==> config.mk <==
export PLATFORM = sky130hd
export DESIGN_NAME = spc_parity_ctrl
export DESIGN_NICKNAME = d
export VERILOG_FILES = /design/src/spc_pkg.sv /design/src/spc_parity_ctrl.sv
export SDC_FILE = /design/constraint.sdc
export NUM_CORES = 1
export LEC_CHECK = 0
export ABC_AREA = 1
export BUFFER_PORTS_ARGS = -buffer_cell sky130_fd_sc_hd__buf_4
export CORE_MARGIN = 2
export CORE_UTILIZATION = 55
export CTS_BUF_LIST = sky130_fd_sc_hd__clkbuf_2 sky130_fd_sc_hd__clkbuf_4 sky130_fd_sc_hd__clkbuf_8
export DETAILED_ROUTE_END_ITERATION = 8
export PLACE_DENSITY_LB_ADDON = 0.15
export SLEW_MARGIN = 40
export SYNTH_ARGS = -nofsm -noshare
export SYNTH_HDL_FRONTEND = slang
export SYNTH_SLANG_ARGS = --single-unit
==> constraint.sdc <==
create_clock -name pclk -period 2.22 [get_ports pclk]
set_clock_uncertainty 0.05 [all_clocks]
set_input_delay 0.222 -clock pclk [delete_from_list [all_inputs] [get_ports pclk]]
set_output_delay 0.222 -clock pclk [all_outputs]
set_load 0.05 [all_outputs]
==> src/spc_pkg.sv <==
// Register map, field positions and reset values of the SCSI parity control block
package spc_pkg;
   localparam int unsigned ADDR_W     = 8;
   localparam int unsigned REG_W      = 8;
   localparam int unsigned LB_W       = 11;
   localparam int unsigned PIN_W      = 10;

   localparam logic [7:0]  OFF_CTRL0  = 8'h00;
   localparam logic [7:0]  OFF_CTRL1  = 8'h04;
   localparam logic [7:0]  OFF_XFER   = 8'h08;
   localparam logic [7:0]  OFF_IRQEN  = 8'h0C;
   localparam logic [7:0]  OFF_TEST4  = 8'h10;
   localparam logic [7:0]  OFF_STAT0  = 8'h14;
   localparam logic [7:0]  OFF_LBDRV  = 8'h18;
   localparam logic [7:0]  OFF_LBSMP  = 8'h1C;

   localparam int unsigned CTRL0_ATN  = 1;
   localparam int unsigned CTRL0_GEN  = 2;
   localparam int unsigned CTRL0_CHK  = 3;
   localparam int unsigned CTRL1_EVEN = 2;
   localparam int unsigned CTRL1_BAD  = 4;
   localparam int unsigned XFER_HALT  = 7;
   localparam int unsigned IRQ_PERR   = 0;
   localparam int unsigned IRQ_HALT   = 1;
   localparam int unsigned TEST4_LOOP = 3;
   localparam int unsigned LB_PAR     = 8;
   localparam int unsigned LB_ATN     = 9;
   localparam int unsigned LB_OE      = 10;
   localparam int unsigned PIN_ATN    = 9;

   localparam logic [7:0]  CTRL0_MASK = 8'h0E;
   localparam logic [7:0]  CTRL1_MASK = 8'h14;
   localparam logic [7:0]  XFER_MASK  = 8'h80;
   localparam logic [7:0]  IRQ_MASK   = 8'h03;
   localparam logic [7:0]  TEST4_MASK = 8'h08;
   localparam logic [7:0]  REG_RST    = 8'h00;
   localparam logic [10:0] LB_RST     = 11'h000;
endpackage

==> src/spc_parity_ctrl.sv <==
// SCSI parity generation, checking and error response with APB registers
//
// Register access over APB and the register offsets are this design's own decisions.
`timescale 1ns/1ns
`default_nettype none

// Contract
// [RULE1] With attention-on-error set, an initiator raises ATN when it detects a parity error.
// [RULE2] Parity generation enable picks generated parity or pass-through parity toward SCSI.
// [RULE3] Parity errors are flagged only while parity checking is enabled.
// [RULE4] Received bytes are checked for odd parity; an even count of ones is an error.
// [RULE5] The even-parity select makes generated SCSI parity even when set, odd when clear.
// [RULE6] In target mode the halt control decides whether a parity error or ATN halts at once.
// [RULE7] A parity error interrupt is requested only when its interrupt enable bit is set.
// [RULE8] Loopback enable gives software drive and sampling of every SCSI signal in any role.
// [RULE9] Software can send one byte carrying deliberately wrong parity onto the SCSI bus.
// [RULE10] Any parity error on the SCSI or system side sets the parity error status flag; system-side bytes are checked only while generation is off.
// The flag is set only while parity checking is enabled, as in RULE3.
module spc_parity_ctrl (
   input  wire logic        pclk,
   input  wire logic        presetn,
   input  wire logic [7:0]  paddr,
   input  wire logic        psel,
   input  wire logic        penable,
   input  wire logic        pwrite,
   input  wire logic [31:0] pwdata,
   output logic             pready,
   output logic [31:0]      prdata,
   output logic             pslverr,
   output logic             irq,
   input  wire logic        role_initiator,
   input  wire logic        scsi_drive,
   input  wire logic        sys_tx_valid,
   input  wire logic [7:0]  sys_tx_data,
   input  wire logic        sys_tx_par,
   input  wire logic        rx_valid,
   input  wire logic [7:0]  rx_data,
   input  wire logic        rx_par,
   output logic             sys_rx_valid,
   output logic [7:0]       sys_rx_data,
   output logic             sys_rx_par,
   output logic             halt,
   input  wire logic [7:0]  scsi_db_i,
   input  wire logic        scsi_dp_i,
   input  wire logic        scsi_atn_i,
   output logic [7:0]       scsi_db_o,
   output logic             scsi_dp_o,
   output logic             scsi_db_oe,
   output logic             scsi_atn_o,
   output logic             scsi_atn_oe
);

   typedef struct packed {
      logic [7:0]  ctrl0;
      logic [7:0]  ctrl1;
      logic [7:0]  xfer;
      logic [7:0]  irqen;
      logic [7:0]  test4;
      logic [7:0]  stat;
      logic [10:0] lbdrv;
      logic [9:0]  sync1;
      logic [9:0]  sync2;
      logic        atn_d;
      logic        atn_hold;
      logic        pready;
      logic [31:0] prdata;
      logic        pslverr;
      logic        irq;
      logic        halt;
      logic [7:0]  db_o;
      logic        dp_o;
      logic        db_oe;
      logic        atn_o;
      logic        atn_oe;
      logic        rx_v;
      logic [7:0]  rx_d;
      logic        rx_p;
   } spc_state_s;

   spc_state_s r;
   spc_state_s next_r;

   // True when nine bits hold an odd count of ones
   function automatic logic spc_odd_ok(input logic [7:0] d, input logic p);
      spc_odd_ok = ^{d, p};
   endfunction

   function automatic logic spc_hit(input logic [7:0] a);
      spc_hit = (a == spc_pkg::OFF_CTRL0) || (a == spc_pkg::OFF_CTRL1) ||
                (a == spc_pkg::OFF_XFER)  || (a == spc_pkg::OFF_IRQEN) ||
                (a == spc_pkg::OFF_TEST4) || (a == spc_pkg::OFF_STAT0) ||
                (a == spc_pkg::OFF_LBDRV) || (a == spc_pkg::OFF_LBSMP);
   endfunction

   logic gen_en;
   logic chk_en;
   logic even_sel;
   logic bad_sel;
   logic loop_en;
   logic perr_evt;
   logic atn_rise;
   logic halt_evt;
   logic wr_fire;
   logic gen_par;
   logic [7:0] w1c;
   logic [7:0] evts;
   logic [31:0] rdata;

   always_comb begin
      next_r   = r;
      gen_en   = r.ctrl0[spc_pkg::CTRL0_GEN];
      chk_en   = r.ctrl0[spc_pkg::CTRL0_CHK];
      even_sel = r.ctrl1[spc_pkg::CTRL1_EVEN];
      bad_sel  = r.ctrl1[spc_pkg::CTRL1_BAD];
      loop_en  = r.test4[spc_pkg::TEST4_LOOP];
      w1c      = 8'h00;
      evts     = 8'h00;
      rdata    = 32'h00000000;
      gen_par  = 1'b0;

      // Pins cross in two stages; only the second stage feeds logic
      next_r.sync1 = {scsi_atn_i, scsi_dp_i, scsi_db_i};
      next_r.sync2 = r.sync1;
      next_r.atn_d = r.sync2[spc_pkg::PIN_ATN];
      atn_rise     = r.sync2[spc_pkg::PIN_ATN] & ~r.atn_d;

      // System-side check only applies while parity flows through
      perr_evt = chk_en & ((rx_valid & ~spc_odd_ok(rx_data, rx_par)) |      // [RULE3] [RULE4]
                 (sys_tx_valid & ~gen_en & ~spc_odd_ok(sys_tx_data, sys_tx_par)));
      halt_evt = ~role_initiator & r.xfer[spc_pkg::XFER_HALT] & (perr_evt | atn_rise); // [RULE6]
      evts[spc_pkg::IRQ_PERR] = perr_evt;                                   // [RULE10]
      evts[spc_pkg::IRQ_HALT] = halt_evt;
      next_r.halt = halt_evt;                                               // [RULE6]

      // Transmit path; the forced bad parity is consumed by one byte
      if (sys_tx_valid) begin
         gen_par = gen_en ? (^sys_tx_data ^ ~even_sel) : sys_tx_par;        // [RULE2] [RULE5]
         next_r.db_o = sys_tx_data;
         next_r.dp_o = bad_sel ? ~gen_par : gen_par;                        // [RULE9]
         next_r.ctrl1[spc_pkg::CTRL1_BAD] = 1'b0;
      end
      next_r.db_oe = scsi_drive;

      // Receive path toward the system side
      next_r.rx_v = rx_valid;
      if (rx_valid) begin
         next_r.rx_d = rx_data;
         next_r.rx_p = gen_en ? ~(^rx_data) : rx_par;                       // [RULE2]
      end

      // APB: one wait state, answer registered
      rdata = 32'h00000000;
      unique case (paddr)
         spc_pkg::OFF_CTRL0: rdata = {24'h000000, r.ctrl0};
         spc_pkg::OFF_CTRL1: rdata = {24'h000000, r.ctrl1};
         spc_pkg::OFF_XFER:  rdata = {24'h000000, r.xfer};
         spc_pkg::OFF_IRQEN: rdata = {24'h000000, r.irqen};
         spc_pkg::OFF_TEST4: rdata = {24'h000000, r.test4};
         spc_pkg::OFF_STAT0: rdata = {24'h000000, r.stat};
         spc_pkg::OFF_LBDRV: rdata = {21'h0, r.lbdrv};
         spc_pkg::OFF_LBSMP: rdata = {22'h0, r.sync2};                      // [RULE8]
         default:            rdata = 32'h00000000;
      endcase
      if (psel && penable && !r.pready) begin
         next_r.pready  = 1'b1;
         next_r.prdata  = pwrite ? 32'h00000000 : rdata;
         next_r.pslverr = ~spc_hit(paddr);
      end else begin
         next_r.pready  = 1'b0;
         next_r.prdata  = 32'h00000000;
         next_r.pslverr = 1'b0;
      end
      wr_fire = psel & penable & r.pready & pwrite;
      if (wr_fire) begin
         unique case (paddr)
            spc_pkg::OFF_CTRL0: next_r.ctrl0 = pwdata[7:0] & spc_pkg::CTRL0_MASK;
            spc_pkg::OFF_CTRL1: next_r.ctrl1 = pwdata[7:0] & spc_pkg::CTRL1_MASK;
            spc_pkg::OFF_XFER:  next_r.xfer  = pwdata[7:0] & spc_pkg::XFER_MASK;
            spc_pkg::OFF_IRQEN: next_r.irqen = pwdata[7:0] & spc_pkg::IRQ_MASK;
            spc_pkg::OFF_TEST4: next_r.test4 = pwdata[7:0] & spc_pkg::TEST4_MASK;
            spc_pkg::OFF_STAT0: w1c          = pwdata[7:0] & spc_pkg::IRQ_MASK;
            spc_pkg::OFF_LBDRV: next_r.lbdrv = pwdata[10:0];
            default:            w1c          = 8'h00;
         endcase
      end
      // A new event in the clearing cycle wins over the clear
      next_r.stat = (r.stat & ~w1c) | evts;                                 // [RULE10]
      next_r.irq  = |(next_r.stat & next_r.irqen);                          // [RULE7]

      // ATN stays up until software clears the parity error flag
      next_r.atn_hold = (r.atn_hold & next_r.stat[spc_pkg::IRQ_PERR]) |
                        (role_initiator & r.ctrl0[spc_pkg::CTRL0_ATN] & perr_evt); // [RULE1]
      next_r.atn_o  = next_r.atn_hold;
      next_r.atn_oe = next_r.atn_hold;

      // Loopback hands every driven SCSI signal to software
      if (next_r.test4[spc_pkg::TEST4_LOOP]) begin                          // [RULE8]
         next_r.db_o   = next_r.lbdrv[7:0];
         next_r.dp_o   = next_r.lbdrv[spc_pkg::LB_PAR];
         next_r.db_oe  = next_r.lbdrv[spc_pkg::LB_OE];
         next_r.atn_o  = next_r.lbdrv[spc_pkg::LB_ATN];
         next_r.atn_oe = next_r.lbdrv[spc_pkg::LB_ATN];
      end
   end

   always_ff @(posedge pclk or negedge presetn) begin
      if (!presetn) begin
         r       <= '0;
         r.ctrl0 <= spc_pkg::REG_RST;
         r.ctrl1 <= spc_pkg::REG_RST;
         r.xfer  <= spc_pkg::REG_RST;
         r.irqen <= spc_pkg::REG_RST;
         r.test4 <= spc_pkg::REG_RST;
         r.stat  <= spc_pkg::REG_RST;
         r.lbdrv <= spc_pkg::LB_RST;
      end else begin
         r <= next_r;
      end
   end

   assign pready       = r.pready;
   assign prdata       = r.prdata;
   assign pslverr      = r.pslverr;
   assign irq          = r.irq;
   assign halt         = r.halt;
   assign sys_rx_valid = r.rx_v;
   assign sys_rx_data  = r.rx_d;
   assign sys_rx_par   = r.rx_p;
   assign scsi_db_o    = r.db_o;
   assign scsi_dp_o    = r.dp_o;
   assign scsi_db_oe   = r.db_oe;
   assign scsi_atn_o   = r.atn_o;
   assign scsi_atn_oe  = r.atn_oe;
endmodule

`default_nettype wire

Word-level counts from Yosys, hierarchy flattened. Index checks and enable logic that the tools add are counted.

Register bits after elaboration: 114. Logic and storage cells: 100.

Equal/unequal tests: 7. Mux-type cells: 18. Bitwise logic cells: 30. Reductions and logical operators: 20.

Operators with widths (count): $pmux W11 S8 (1); $mux W34 (1); $eq A8 B5 Y1 const B (4); $mux W32 (1); $mux W29 (1); $mux W11 (2); $reduce_xor A9 Y1 (2); $and A8 B8 Y8 (2); $eq A8 B4 Y1 const B (2); $mux W8 (2); $reduce_xor A8 Y1 (2); $and A1 B1 Y1 (13); $mux W12 (1); $mux W9 (1); $not A1 Y1 (9); $eq A8 B3 Y1 const B (1); $logic_not A8 Y1 (1); $not A8 Y8 (1); $or A8 B2 Y8 (1); $reduce_or A8 Y1 (1); $logic_or A1 B1 Y1 (7); $reduce_and A2 Y1 (3); $mux W5 (1); $mux W1 (4); other kinds (7) (11).

Logic depth before layout (Yosys ltp).
Word-level depth: 11. Gate-level depth with buffers: 16. Gate-level depth less buffers: 16.

Worst setup path before layout. OpenSTA, ideal clock, no wires.

Kind: reg-to-reg. Start: reg r (netlist bit pready). End: reg r (netlist bit scsi_db_o[5]). Setup time: 130 ps. Arrival time: 1679 ps. Data required time: 2040 ps. Slack: 360 ps. Stages on the path, launching flop included: 9. Buffers on the path: 1. Period minus slack after synthesis: 1860 ps. Cell sequence: dfrtp_1 nand4_1 inv_1 nand2_1 o21ai_2 inv_2 buf_2 nand2_1 o211ai_1.

RTL lines: from (decl) (RTL line spc_parity_ctrl.sv:80) `spc_state_s r;`; from (signal assigned) (RTL line spc_parity_ctrl.sv:217) `r <= next_r;`.

==> reports/summary.txt <==
Post-synth cell types: 34
Largest cells by area after synthesis: dfrtp_1 (51%), nand2_1 (13%), buf_4 (9.6%)
Die area: 0.00777 mm^2
Wire per inst: 13.0 um
Hold Crit Start: rx_valid
Crit end category: flop
Htree depth: 3
CTS tree: built
Clk Tree Root Cell: clkbuf_8
Pre-antenna DRT Iters: 4
Share of layout cells above drive strength 1: 0.277
DP HPWL: 6110 um
IO Port Bufs: 92
Post-Syn Area: 0.00389 mm^2
Startpoint Class: flop
Fmax: 0.590 GHz
Dpl cells: 589
Critical Path RT: 2410 ps
Layout area overhead: 22.2%
Clock power frac: 0.350
R2R Setup Slk: 530 ps
TritonCTS Sinks: 80
Antenna viol nets, final: 0
First DRT Iteration DRCs: 167
Post-synth top flop: dfrtp_1
Core Region: 0.00683 mm^2
Highest fanout seen on the critical path: 16
Clock latency at the later pin of the worst-skew pair: 340 ps
Leakage power: 2.51 nW
Total wire length: 7980 um
Period utilization: 0.763
Sw Ratio: 0.264
Gr usage total: 0.217
Fin. Hold Viols: 0
RSZ-0062 raised after global routing: no
Most common cell after layout, fill and taps aside: nand2_1
Final Non-Filler Cells: 615
Final slew viol count: 0
Setup WS post-layout: 525 ps
Min Tclk post-route: 1690 ps
Max Cap Violations: 0
Pre-CTS setup slack: 423 ps
Reg2Reg Depth: 9
Setup bufs post-CTS: 0
Synth Instances: 428
# IOs: 135
Least-Margin Pin Slew: 555 ps
Synth top area share: 0.514
FF/Latch Area: 0.00200 mm^2
Logic pwr share: 0.160
Post-synth ARST share: 1.00
Routability cong.: 0.872
Net Switching: 0.000817 W
Pin count of the biggest net entering global routing: 45
Sequential group share of total power: 0.490
Post-layout nets: 592
Number of flops mapped to enable cells by yosys: 0
Setup_tns: 0 ps
Worst EP arrival: 1880 ps
Vias in the first global route: 2854
Synth Register Bits: 80
PwrDens: 650 mW/mm^2
First-pass GRT wire length: 12800 um
Int Power: 0.00228 W
Slew HR: 0.630
Drt drc: 0
Reg-to-reg startpoint: pready
CP Class: reg2reg
Final Util: 0.697
Most frequent cells in the layout: nand2_1 (130), buf_4 (100), dfrtp_1 (80), inv_1 (37)
Filler cell count: 563
Total number of vias: 2998
Post-synthesis sequential area ratio: 0.514
Clk slew on worst S/H paths: 80 ps
Hold WC Path Type: in2reg
CTS Buf Count: 9
Total congestion overflow: 0
Avg Inst Size Synth: 9.10 um^2
Starting Density: 0.570
# diodes: 0
WHS Endpoint: sys_rx_valid
Initial antenna violation count: 0
R2R Path End: scsi_dp_o
Vias/cell: 4.87
Clock Tree Buf Depth: 2
Final setup fails: 0
Syn. warnings: 0
Peak supply drop: 0.442 mV
Synth area leader: dfrtp_1
Chip width: 88.2 um
Die Y: 88.2 um
Hold depth: 1
Status: completed
Multi-input gate area: 0.00140 mm^2
Std cell rows: 30
==> how the worst max path moves through the flow <==
stage	startpoint	endpoint	slack, ps	cells after the start
after floorplan	pready	scsi_db_o[5]	360	8
after global placement	paddr[5]	scsi_dp_o	420	12
after detailed placement	paddr[5]	scsi_dp_o	420	12
after CTS	pready	scsi_dp_o	530	9
after global routing	pready	scsi_dp_o	420	9
final	pready	scsi_dp_o	530	9
==> cell usage after synthesis, drive strengths merged (3+ instances only) <==
master and n:
mux2 12, nor3 3, o21ai 16, xnor2 10
nor2 13, o211ai 10, nand2 131, a41oi 3
a21oi 6, xor2 7, nand4 4, dfrtp 80
inv 43, nand3 21, buf 53
==> state kept, by name, summed over array words and instances, names as in the netlist <==
signal / flops
sys_rx_valid: 1
even_sel: 1
scsi_db_oe: 1
scsi_db_o: 8
scsi_dp_o: 1
gen_en: 1
bad_sel: 1
pslverr: 1
next_r: 11
prdata: 11
scsi_atn_o: 1
irq: 1
sys_rx_data: 8
halt: 1
sys_rx_par: 1
pready: 1
loop_en: 1
r: 28
chk_en: 1
==> area by class of cell <==
| type | instances | area share |
|---|---|---|
| well taps | 96 | 0.0252 |
| multi-input cells | 268 | 0.295 |
| clock buffers | 12 | 0.0347 |
| clock inverters | 3 | 0.00841 |
| repair buffers | 111 | 0.181 |
| inverters | 45 | 0.0355 |
| flip-flops and latches | 80 | 0.421 |
==> metrics by stage <==
stage          hold WS [ps]  instance area (um^2)  total power, W
3_3_place_gp            199                  4440         0.00202
4_1_cts                44.0                  4760         0.00312
5_1_grt                48.6                  4760         0.00321
6_report               60.2                  4760         0.00309
3_5_place_dp            198                  4440         0.00203
2_1_floorplan          -124                  3970         0.00189
==> per-layer routing <==
layer	routed length (um)	share of wire	track usage
met5	0	0	0
met4	170	0.021	0.0758
met2	3880	0.49	0.357
met3	491	0.062	0.0500
met1	3440	0.43	0.285
==> power by group through the flow <==
stage	Clock (W)	Sequential [W]	Combinational, W
after floorplan	0	0.00156	0.000326
after global placement	0	0.00154	0.000473
after detailed placement	0	0.00154	0.000482
after CTS	0.00110	0.00152	0.000499
after global routing	0.00115	0.00152	0.000540
final	0.00108	0.00152	0.000495
==> critical path, cell delays in order, from the launching register on <==
cell and delay, ps:
dfrtp_1 400, nand4_1 150, inv_1 70, buf_4 160, nand2_4 210, mux2_4 340, nand2_1 70, nand2_1 60
clkinv_1 40, nand2_1 40
==> kinds of logic after synthesis <==
group	synth area share
buffers and inverters	0.146
other	0.000963
flip-flops	0.514
AND/OR/NAND/NOR	0.194
multiplexers	0.0385
AO/OA/AOI/OAI	0.0684
XOR/XNOR	0.0382
==> repair_timing <==
action | 4_1_cts | 5_1_grt
gates resized for setup | 0 | 0
hold buffers | 11 | 0
endpoints found under the hold margin | 52 | 0
No activity file was read; power rests on OpenSTA's default activity.
